<file path="config.mk">
export PLATFORM = sky130hd
export DESIGN_NAME = mcsc_mux_channel_select_ctrl
export DESIGN_NICKNAME = d
export VERILOG_FILES = /design/src/logic/mcsc_mux_channel_select_ctrl.v
export VERILOG_INCLUDE_DIRS = /design/src /design/src/logic
export SDC_FILE = /design/constraint.sdc
export NUM_CORES = 1
export LEC_CHECK = 0
export ABC_CLOCK_PERIOD_IN_PS = 1800
export BUFFER_PORTS_ARGS = -buffer_cell sky130_fd_sc_hd__buf_2
export CAP_MARGIN = 20
export CORE_MARGIN = 2
export CORE_UTILIZATION = 50
export DETAILED_ROUTE_END_ITERATION = 6
export PLACE_DENSITY = 0.68
export RECOVER_POWER = 25
export SYNTH_ARGS = -nofsm -noshare
export SYNTH_HDL_FRONTEND = slang
export SYNTH_SLANG_ARGS = --single-unit
</file>
<file path="constraint.sdc">
create_clock -name mclk -period 1.8 [get_ports mclk]
set_input_delay 0.09 -clock mclk [delete_from_list [all_inputs] [get_ports mclk]]
set_output_delay 0.09 -clock mclk [all_outputs]
set_load 0.05 [all_outputs]
</file>
<file path="src/logic/mcsc_defs.vh">
// constants for the mux channel-select controller
// assumes a 50 MHz core clock; included by the design file only
`ifndef MCSC_DEFS_VH
`define MCSC_DEFS_VH
`define MCSC_CLK_NS 20
`define MCSC_BBM_NS 40
`define MCSC_BBM_CYC ((`MCSC_BBM_NS + `MCSC_CLK_NS - 1) / `MCSC_CLK_NS)
`define MCSC_ROUTE_NS 100
`define MCSC_ROUTE_CYC (`MCSC_ROUTE_NS / `MCSC_CLK_NS)
`define MCSC_SHIFT_W 8
`define MCSC_CH_W 4
`define MCSC_CH_N 16
`define MCSC_RST_CH 4'h0
`define MCSC_MODE_PAR 1'b0
`define MCSC_MODE_SER 1'b1
`endif

</file>
<file path="src/logic/mcsc_mux_channel_select_ctrl.v">
// channel-select control for a 16-to-1 analog mux, parallel or serial front end
// assumes all pins asynchronous to mclk; analog switches driven by one-hot enables
//
// Functional notes
// RQ1 - break old connection before making new one
// RQ2 - driver exercises all addresses after power-up
// RQ3 - parallel select lines choose input index
// RQ4 - route new input within about 100 ns; code takes about 7 to 8 cycles, 140 to 160 ns
// RQ5 - parallel address accepted only while select low
// RQ6 - parallel chip select active low, pulled up
// RQ7 - 8-bit shift register samples on clock rise
// RQ8 - only low four bits pick channel
// RQ9 - serial data most significant bit first
// RQ10 - shifted bits leave on serial out in order
// RQ11 - bit 7 shown first; falls shift out next
// RQ12 - host holds frame select low while shifting
// RQ13 - decode loads when frame select rises
// RQ14 - serial port is slave only
// RQ15 - reset clears address to input zero
// RQ16 - reset holds analog pins high impedance
// RQ17 - after reset common output follows input zero
// RQ18 - hold reset low during power-up
// RQ19 - reset pin active low, pulled up
// RQ20 - frame select active low, pulled up
// RQ21 - host changes data on clock falls
// RQ22 - short frame loads current low bits
`timescale 1ns/1ns
`include "mcsc_defs.vh"
module mcsc_mux_channel_select_ctrl (
  // clock and reset
  input wire mclk,
  input wire nrst,
  // variant strap: 0 parallel, 1 serial
  input wire mode,
  // parallel front end
  input wire [3:0] sel_addr,
  input wire sel_cs_n,
  // serial front end, slave only
  input wire sclk,
  input wire mosi,
  input wire ss_n,
  output reg miso,
  // analog switch control
  output reg [15:0] input_sw_en,
  output reg common_output_en
);

  // three-stage synchronisers; stage 1 feeds only stage 2
  reg [3:0] addr_s1, addr_s2, addr_s3;
  reg cs_s1, cs_s2, cs_s3;
  reg sclk_s1, sclk_s2, sclk_s3;
  reg mosi_s1, mosi_s2, mosi_s3;
  reg ss_s1, ss_s2, ss_s3;
  reg [3:0] addr_q;
  reg cs_q, sclk_q, ss_q;
  reg [7:0] shreg;
  reg [3:0] target;
  reg [3:0] active;
  reg [2:0] bbm_cnt;
  reg [1:0] state;

  // sequencer states: switches off after reset, one on, all open
  localparam [1:0] ST_OFF = 2'b00;
  localparam [1:0] ST_ON = 2'b01;
  localparam [1:0] ST_BREAK = 2'b10;

  // open interval in cycles, cut to the counter width on purpose
  wire [31:0] bbm_full = `MCSC_BBM_CYC;
  wire [2:0] bbm_load = bbm_full[2:0];

  // one-hot decode, used for switch enables
  function [15:0] onehot;
    input [3:0] idx;
    begin
      onehot = 16'h0001 << idx;
    end
  endfunction

  // address lines; the agree check rides out skew between the bits
  always @(posedge mclk) begin
    if (!nrst) begin // level reset; an idle-high pin leaves logic running RQ19
      addr_s1 <= 4'h0;
      addr_s2 <= 4'h0;
      addr_s3 <= 4'h0;
      addr_q <= 4'h0;
    end else begin
      addr_s1 <= sel_addr;
      addr_s2 <= addr_s1;
      addr_s3 <= addr_s2;
      // a change counts once stages 2 and 3 agree
      if (addr_s2 == addr_s3)
        addr_q <= addr_s3;
    end
  end

  // chip select; reset value is the pulled-up, deselected level
  always @(posedge mclk) begin
    if (!nrst) begin
      cs_s1 <= 1'b1; // RQ6
      cs_s2 <= 1'b1;
      cs_s3 <= 1'b1;
      cs_q <= 1'b1;
    end else begin
      cs_s1 <= sel_cs_n;
      cs_s2 <= cs_s1;
      cs_s3 <= cs_s2;
      // glitches shorter than a cycle never reach the decode
      if (cs_s2 == cs_s3)
        cs_q <= cs_s3;
    end
  end

  // serial clock; half periods under two mclk would be lost
  always @(posedge mclk) begin
    if (!nrst) begin
      sclk_s1 <= 1'b0;
      sclk_s2 <= 1'b0;
      sclk_s3 <= 1'b0;
      sclk_q <= 1'b0;
    end else begin
      sclk_s1 <= sclk;
      sclk_s2 <= sclk_s1;
      sclk_s3 <= sclk_s2;
      // idle low after reset, so no false edge on release
      if (sclk_s2 == sclk_s3)
        sclk_q <= sclk_s3;
    end
  end

  // serial data; stable around rises, so no agree filter needed
  always @(posedge mclk) begin
    if (!nrst) begin
      mosi_s1 <= 1'b0;
      mosi_s2 <= 1'b0;
      mosi_s3 <= 1'b0;
    end else begin
      mosi_s1 <= mosi;
      mosi_s2 <= mosi_s1;
      mosi_s3 <= mosi_s2;
    end
  end

  // frame select; idle high keeps the shift window shut
  always @(posedge mclk) begin
    if (!nrst) begin
      ss_s1 <= 1'b1; // RQ20
      ss_s2 <= 1'b1;
      ss_s3 <= 1'b1;
      ss_q <= 1'b1;
    end else begin
      ss_s1 <= ss_n;
      ss_s2 <= ss_s1;
      ss_s3 <= ss_s2;
      // the rise is what loads the decode, so filter it
      if (ss_s2 == ss_s3)
        ss_q <= ss_s3;
    end
  end

  // edge events on the filtered serial pins
  wire sclk_rise = (sclk_s2 == sclk_s3) && sclk_s3 && !sclk_q;
  wire sclk_fall = (sclk_s2 == sclk_s3) && !sclk_s3 && sclk_q;
  wire ss_rise = (ss_s2 == ss_s3) && ss_s3 && !ss_q;

  // serial shift register and its output; slave only, never drives clock RQ14
  always @(posedge mclk) begin
    if (!nrst) begin
      shreg <= 8'h00; // RQ15
      miso <= 1'b0;
    end else begin
      if (mode == `MCSC_MODE_SER && !ss_q && sclk_rise)
        shreg <= {shreg[6:0], mosi_s3}; // RQ7 RQ9
      // miso holds bit 7 until a fall; after eight bits the first shifted shows RQ10
      if (mode == `MCSC_MODE_SER && sclk_fall)
        miso <= shreg[7]; // RQ11
      else if (mode == `MCSC_MODE_SER && ss_q)
        miso <= shreg[7]; // RQ11
    end
  end

  // pick the requested channel from whichever front end is strapped
  always @(posedge mclk) begin
    if (!nrst) begin
      target <= `MCSC_RST_CH; // RQ15
    end else if (mode == `MCSC_MODE_SER) begin
      if (ss_rise)
        target <= shreg[3:0]; // RQ8 RQ13 RQ22
    end else if (!cs_q) begin
      target <= addr_q; // RQ3 RQ5
    end
  end

  // break-before-make sequencer: all switches open, wait, then close new one
  always @(posedge mclk) begin
    if (!nrst) begin
      state <= ST_OFF;
      active <= `MCSC_RST_CH;
      bbm_cnt <= 3'h0;
      input_sw_en <= 16'h0000; // RQ16
      common_output_en <= 1'b0; // RQ16
    end else begin
      case (state)
        ST_OFF: begin
          // first cycle after release: input 0 and common out come up
          input_sw_en <= onehot(active); // RQ17
          common_output_en <= 1'b1; // RQ17
          state <= ST_ON;
        end
        ST_ON: begin
          if (target != active) begin
            input_sw_en <= 16'h0000; // RQ1
            active <= target;
            bbm_cnt <= bbm_load;
            state <= ST_BREAK;
          end
        end
        ST_BREAK: begin
          // total path about 7 to 8 cycles, past the 100 ns route budget; new requests wait
          if (bbm_cnt == 3'h1) begin
            input_sw_en <= onehot(active); // RQ1 RQ4
            state <= ST_ON;
          end
          bbm_cnt <= bbm_cnt - 3'h1;
        end
        default: begin
          state <= ST_OFF;
        end
      endcase
    end
  end

endmodule // mcsc_mux_channel_select_ctrl

</file>
; ---- Yosys cells after proc, flatten, opt, wreduce, memory -nomap -nowiden
; Cells that the tools add are included.
[classes]
n_shift = 1
reduce_logical = 22
addsub = 1
n_eq_ne = 12
n_mux = 13
[op_table]
columns = op, n
row1 = $pmux W16 S3, 1
row2 = $mux W16, 2
row3 = $shl A1 B4 Y16 const A, 1
row4 = $mux W4, 3
row5 = $logic_and A1 B1 Y1, 10
row6 = $reduce_and A2 Y1, 4
row7 = $ne A2 B2 Y1 const B, 3
row8 = $pmux W2 S3, 1
row9 = $pmux W3 S2, 1
row10 = $eq A4 B4 Y1, 1
row11 = $mux W2, 2
row12 = $ne A4 B4 Y1, 1
row13 = $reduce_bool A2 Y1, 2
row14 = $eq A1 B1 Y1, 3
row15 = $eq A3 B1 Y1 const B, 1
row16 = $logic_not A1 Y1, 3
row17 = $mux W3, 1
row18 = $reduce_and A3 Y1, 1
row19 = $reduce_bool A3 Y1, 1
row20 = $sub A3 B1 Y3 const B, 1
row21 = $eq A2 B1 Y1 const B, 1
row22 = $eq A2 B2 Y1 const B, 1
row23 = $logic_not A2 Y1, 1
row24 = $mux W1, 2
row25 = $ne A2 B1 Y1 const B, 1
[totals]
wordCells = 76
inputBits = 11
register_bits = 70
output_inout_bits = 18

; ---- Depth between registers and ports, before layout
; Gate-level depths: netlist (run 1).
[depth]
word_depth = 5
ltp_mapped = 8
ltp_nobuf = 6

; ---- Least setup slack after synthesis (run 1)
; No wires, ideal clock.
[synth_timing]
path_type = reg-to-reg
start = reg state[1]
end = reg input_sw_en[10]
setup_time_ns = 0.117
setup_slack_ns = 0.218
path_stages_with_launch = 7
path_buffers = 3
t_required_ns = 1.683
arrival_time_ns = 1.465
synth_period_minus_slack_ns = 1.582
path_cell_list = dfxtp_1 > clkbuf_1 > a21oi_1 > or2_1 > buf_2 > buf_6 > a32o_1
[synth_via]
elab_chain_cells = 3
elab_cells_between_ends = 8
cone_classes = eq/ne (4) / mux (1) / reduce/logical (3)
[synth_lines]
columns = element, line_no
row1 = "start, declared", mcsc_mux_channel_select_ctrl.v:60  ; reg [1:0] state;
row2 = "start signal, assigned", mcsc_mux_channel_select_ctrl.v:196  ; state <= ST_OFF;
row3 = "start signal, assigned", mcsc_mux_channel_select_ctrl.v:207  ; state <= ST_ON;
row4 = "start signal, assigned", mcsc_mux_channel_select_ctrl.v:214  ; state <= ST_BREAK;
row5 = $eq A2 B2 Y1 (tied with other cells), mcsc_mux_channel_select_ctrl.v:202  ; case (state)
row6 = $ne A2 B2 Y1 (no source line) / $reduce_bool A3 Y1 (equally long branches), n/a
row7 = $reduce_and A3 Y1 (no source line), n/a
row8 = "end signal, assigned", mcsc_mux_channel_select_ctrl.v:205  ; input_sw_en <= onehot(active);
row9 = "end signal, assigned", mcsc_mux_channel_select_ctrl.v:220  ; input_sw_en <= onehot(active);
row10 = "end, declared", mcsc_mux_channel_select_ctrl.v:44  ; output reg [15:0] input_sw_en,
; Several ways; a longest one is shown, not always the timed one.
; A chain may end at the register's enable or synchronous reset.

; ---- Worst setup path after layout (run 1)
[layout_timing]
start = reg active[0]
end = reg input_sw_en[8]
[layout_via]
elab_chain_cells = 3
elab_cells_between_ends = 6
cone_classes = eq/ne (2) / shift (1) / mux (2) / reduce/logical (1)
[layout_lines]
columns = element, line_no
row1 = "start, declared", mcsc_mux_channel_select_ctrl.v:58  ; reg [3:0] active;
row2 = "start signal, assigned", mcsc_mux_channel_select_ctrl.v:197  ; active <= `MCSC_RST_CH;
row3 = "start signal, assigned", mcsc_mux_channel_select_ctrl.v:212  ; active <= target;
row4 = $ne A4 B4 Y1 / $shl A1 B4 Y16 (equally long branches), "mcsc_mux_channel_select_ctrl.v:210, mcsc_mux_channel_select_ctrl.v:75"
row5 = $ne A2 B2 Y1 (no source line) / $mux W16 (equally long branches), n/a
row6 = $reduce_and A3 Y1 (no source line) / $pmux W16 S3 (equally long branches), n/a
; Several ways; a longest one is shown, not always the timed one. The select of a mux whose other input is x is not followed.

==> metrics.txt, run 1 <==
Max stage delay on crit path=530 ps; number of global-route vias before repair=1,606; Yosys top cell by area=dfxtp_1; highest clock rate=612 MHz; most common cell after layout, fill and taps aside=dfxtp_1; area of the core=0.00501 sq mm; Max Slew Vio Count=0; adder-cell area share of the yosys netlist=0.0245; Setup CP Type=flop to flop; DR vias=1,792; slew margin rel.=0.616; hold crit path type=primary input to flop; Hold Fails Final Rpt=0; XOR/XNOR Fraction of Synth Area=0.0343; synth warn=0; worst-margin pin slew=575 ps; Die Wd=75.5 microns; drt total wl=4.09 mm; CTS tree=yes; Buf/Inv on CP=0; post-synthesis cell count=240; Area Overhead vs Synth=18.3%; Post-synth EDFFs=0; largest net degree at the start of global routing=32; syn avg cell area=10.6 sq um; H-tree Lvls=3; total gr overflow=0; Main synth FF type=dfxtp_1; initial antenna violation count=0; Seq cells post-synth=70; Root Driver=clkbuf_8; Diodes inserted=0; LEAKAGE=1.20 nW; DRC violations left=0; commonest non-fill, non-tap cells in the layout=dfxtp_1 (70), buf_2 (28), nor2_1 (27), mux2i_1 (19); sequential share of the synthesized area=0.549; Cell Rows=26; Global Route Usage Sum=0.160; Post-CTS Setup Inserts=0; largest family of logic cells by synthesized area=simple AND/OR/NAND/NOR gates; drt pass-1 iters=4; simple-gate area share of the yosys netlist=0.174; wire per inst=11.5 microns; GPL Wtd Cong=0.742; CP startpoint kind=flop; clk buf depth=2; Crit path max-delay family=simple AND/OR/NAND/NOR gates; die outline height=75.5 microns; Yosys top cell area share=0.549; effective utilization at floorplan=0.509; peak supply drop=0.000626 V; crit path cell chain=xnor2_1, a41oi_2, nor3_4, a32o_1; final std cells w/o fill=357; final setup vio count=0; placed cells=333; DP HPWL=2.74 mm; mux contribution to synthesized area=0.0745; Die ar.=0.00569 sq mm; Setup Skew=6.99 ps; mapped cell area=0.00255 sq mm; Max-Cap Viols=0; Crit. End Element=flop; first-pass GRT wire length=6.76 mm; RSZ-0062 raised after global routing=no; Pwr Total=0.00284 W; Cell variety after synth=36; DRT iter0 DRCs=58; Post-DRT Antenna Nets=0; Worst EP required=2080 ps; IO Count=29; post-layout min period=1630 ps; post-DR vias/cell=5.02; Compound-Gate Fraction of Synth Area=0.116; Period Utilization, post-route=0.907; Slowest cell on crit path=nor3_4; # nets final=298; ys async rst share=0; total CTS buffers=9; layout cells sized above 1=0.181; PortBufs=28; Max FO, Critical Path=15; top cells by area, synth=dfxtp_1 (55%), mux2i_1 (7.5%), a32o_1 (5.9%); critical path arrival=1910 ps; CTS sink cnt=70; Post-Synthesis Net Count=256; WHS=73.3 ps; R2R Setup Slk=170 ps; clock slew at reported path FFs=70 ps; Power Density=941 mW/mm^2; outcome=finished clean; Worst-Skew Late Latency=340 ps
[what timing repair did]
item,in CTS,in global routing
pin swaps,0,0
hold endpoints to repair,8,0
hold buffers,8,0
gates resized for setup,1,2
endpoints found under the setup margin,15,15
[tightest hold or removal path: stages]
cell	delay, ps
buf_2	90
inv_2	90
nor2_1	100
[layer usage]
metal  vias to the layer above  wire (microns)  track usage
met1                       835            2000        0.199
met4                         0             127        0.111
met3                        12             145       0.0450
met5                         -               0            0
li1                        918               -            -
met2                        27            1820        0.242
[flip-flops by register name, summed over array words and instances (netlist names), 2 cells and up]
| signal | count |
|---|---|
| active | 4 |
| addr_q | 4 |
| addr_s1 | 4 |
| addr_s2 | 4 |
| addr_s3 | 4 |
| bbm_cnt | 3 |
| input_sw_en | 16 |
| shreg | 8 |
| state | 2 |
| target | 4 |
[final timing paths]
kind | cells after the start | startpoint | end
setup / recovery | 4 | active[0]$_SDFFE_PN0P_ | input_sw_en[8]$_SDFFE_PN0P_
hold / removal | 3 | nrst | common_output_en$_SDFFE_PN0P_
setup reg to reg | 4 | active[0]$_SDFFE_PN0P_ | input_sw_en[8]$_SDFFE_PN0P_
hold reg to reg | 1 | cs_s1$_SDFF_PN1_ | cs_s2$_SDFF_PN1_
[cells by family after synthesis]
family,Yosys count
multiplexers,19
AND/OR/NAND/NOR,84
adder cells (fa/ha/maj),5
AO/OA/AOI/OAI,36
flip-flops,70
XOR/XNOR,10
buffers and inverters,16
[metrics by stage]
| step | instance area, sq um | setup slack, ps | setup TNS, ps | util |
|---|---|---|---|---|
| floorplan | 2550 | 218 | 0 | - |
| global placement | 2770 | 7.75 | 0 | 0.553 |
| detailed placement | 2770 | -25.8 | -313 | 0.553 |
| CTS | 3020 | 47.1 | 0 | 0.602 |
| global route | 3020 | 9.26 | 0 | 0.603 |
| finish | 3020 | 167 | 0 | 0.603 |
[synthesized netlist by cell type (all sizes together) (3+ instances only)]
library cell	n
a211oi	4
ha	5
xnor2	9
inv	5
nand2b	10
nor2	27
clkbuf	6
a32o	15
mux2i	19
dfxtp	70
nor3	4
and2	17
nand2	14
a21oi	8
buf	5
nor3b	3
[final cells by class]
class                   count  area (sq um)
well taps                  70          87.6
multi-input cells         154          1090
clock buffers              12           135
inverters                   5          18.8
clock inverters             4          23.8
fillers                   446          1990
repair buffers             42           265
flip-flops and latches     70          1400
[power by group]
| group | internal, W | switching [W] |
|---|---|---|
| clock network | 0.000496 | 0.000535 |
| registers | 0.00159 | 0.0000214 |
| logic | 0.0000868 | 0.000116 |
No activity file was read; power rests on OpenSTA's default activity.
==> run 2: changes to the inputs <==
--- a/config.mk
+++ b/config.mk
@@ -6,13 +6,13 @@
 export SDC_FILE = /design/constraint.sdc
 export NUM_CORES = 1
 export LEC_CHECK = 0
-export ABC_CLOCK_PERIOD_IN_PS = 1800
+export ABC_CLOCK_PERIOD_IN_PS = 1500
 export BUFFER_PORTS_ARGS = -buffer_cell sky130_fd_sc_hd__buf_2
 export CAP_MARGIN = 20
 export CORE_MARGIN = 2
 export CORE_UTILIZATION = 50
 export DETAILED_ROUTE_END_ITERATION = 6
-export PLACE_DENSITY = 0.68
+export PLACE_DENSITY = 0.71
 export RECOVER_POWER = 25
 export SYNTH_ARGS = -nofsm -noshare
 export SYNTH_HDL_FRONTEND = slang
==> constraint.sdc (replaced) <==
create_clock -name mclk -period 1.5 [get_ports mclk]
set_input_delay 0.075 -clock mclk [delete_from_list [all_inputs] [get_ports mclk]]
set_output_delay 0.075 -clock mclk [all_outputs]
set_load 0.05 [all_outputs]
==> metrics.txt, run 2 (same netlist as run 1, synthesis figures left out) <==
utilization after layout=0.640; Crit path max-delay family=compound AO/OA/AOI/OAI gates; Max FO, Critical Path=4; worst-margin pin slew=597 ps; # nets final=312; critical path arrival=1650 ps; Largest register FFs=16; Diodes inserted=0; area of the core=0.00501 sq mm; Worst-Skew Late Latency=330 ps; Post-Layout Inst Area=0.00321 sq mm; clock slew at reported path FFs=70 ps; CTS sink cnt=70; peak supply drop=0.000696 V; Max stage delay on crit path=330 ps; clk buf depth=2; first-pass GRT wire length=7.26 mm; CTS tree=yes; DRC violations left=0; Slowest cell on crit path=dfxtp_1; die outline height=75.5 microns; most common cell after layout, fill and taps aside=dfxtp_1; CP startpoint kind=flop; LEAKAGE=1.28 nW; Die Wd=75.5 microns; Post-DRT Antenna Nets=0; total CTS buffers=9; final std cells w/o fill=370; Setup CP Type=flop to flop; Placed Area=0.00291 sq mm; DR vias=1,838; Setup Skew=6.43 ps; DRT iter0 DRCs=83; DP HPWL=3.01 mm; worst setup margin=72.2 ps; post-DR vias/cell=4.97; Die ar.=0.00569 sq mm; IO Count=29; initial antenna violation count=0; crit path cell chain=xnor2_2, a41oi_2, buf_4, nand2b_1, o221a_1; Max Slew Vio Count=0; drt total wl=4.46 mm; RSZ-0062 raised after global routing=no; H-tree Lvls=3; Max-Cap Viols=0; Power Density=1110 mW/mm^2; Worst EP required=1720 ps; Post-Place Setup Slack=-34.3 ps; PortBufs=28; final setup vio count=0; Top Registers=input_sw_en: 16 flops, shreg: 8 flops; commonest non-fill, non-tap cells in the layout=dfxtp_1 (64), buf_2 (28), nor2_1 (27), mux2i_1 (19), buf_4 (19); Global Route Usage Sum=0.172; fillers=434; Hold Fails Final Rpt=0; Root Driver=clkbuf_8; wire per inst=12.0 microns; largest net degree at the start of global routing=29; effective utilization at floorplan=0.509; GPL Wtd Cong=0.734; layout cells sized above 1=0.270; Area Overhead vs Synth=25.6%; number of global-route vias before repair=1,693; drt pass-1 iters=4; Setup Total Neg Slack=0 ps; Crit. End Element=flop; Top reg by flops=input_sw_en; hold crit path type=primary input to flop; post-layout min period=1430 ps; Period Utilization, post-route=0.952; Buf/Inv on CP=1; total gr overflow=0; highest clock rate=700 MHz; Cell Rows=26; slew margin rel.=0.601; outcome=finished clean; placed cells=347
[run 2: changes by cell type in the layout (fill, tap and decap cells not counted), moves of 4 or more]
| cell | change |
|---|---|
| and2_0 | +4 |
| and2_1 | -4 |
| buf_4 | +13 |
| dfxtp_1 | -6 |
| dfxtp_2 | +6 |
| xnor2_1 | -4 |
| xnor2_2 | +4 |
[run 2: timing repair]
| action | in CTS | in global routing |
|---|---|---|
| resized for setup | 1 | 5 |
| setup buffers | 0 | 1 |
| pin swaps | 0 | 2 |
| hold buffers | 8 | 0 |
| endpoints found under the hold margin | 8 | 0 |
| setup endpoints to repair | 15 | 16 |
| gates cloned | 0 | 0 |
[run 2: report_power, final]
| group | total (W) | internal [W] | switching, W | leakage [nW] |
|---|---|---|---|---|
| logic | 0.000289 | 0.000134 | 0.000155 | 0.625 |
| clock network | 0.00133 | 0.000679 | 0.000654 | 0.0845 |
| registers | 0.00193 | 0.00190 | 0.0000241 | 0.573 |
[run 2: path summary, 6_finish.rpt]
kind | depth (start not counted) | start | endpoint | slack [ps]
max | 5 | target[2]$_SDFFE_PN0P_ | bbm_cnt[1]$_SDFFE_PN0P_ | 70
min | 2 | nrst | input_sw_en[14]$_SDFFE_PN0P_ | 10
max reg2reg | 5 | target[2]$_SDFFE_PN0P_ | bbm_cnt[1]$_SDFFE_PN0P_ | 70
min reg2reg | 1 | ss_s1$_SDFF_PN1_ | ss_s2$_SDFF_PN1_ | 410
[run 2: per-stage QoR]
step / hold slack [ps] / power [W]
detailed placement: 257 / 0.00223
finish: 14.5 / 0.00355
global route: 8.91 / 0.00370
global placement: 261 / 0.00222
CTS: 0.372 / 0.00358
floorplan: 176 / 0.00215
[run 2: worst reg2reg max path, cell delays in order (launching register included)]
cell and delay (ps):
dfxtp_1 330, xnor2_2 220, a41oi_2 160, buf_4 180
nand2b_1 180, o221a_1 250
[run 2: final cells by class]
class                           count  area (sq um)  share of cell area
Inverter                            5          18.8             0.00585
Timing Repair Buffer               56           383               0.119
Clock buffer                       12           155              0.0484
Multi-Input combinational cell    154          1130               0.353
Tap cell                           70          87.6              0.0273
Clock inverter                      3          20.0             0.00625
Sequential cell                    70          1410               0.440
[run 2: per-layer routing]
layer / vias up / share of wire / track usage
met2: 33 / 0.48 / 0.269
met5: - / 0 / 0
li1: 943 / - / -
met1: 854 / 0.47 / 0.216
met4: 0 / 0.015 / 0.0819
met3: 8 / 0.035 / 0.0556
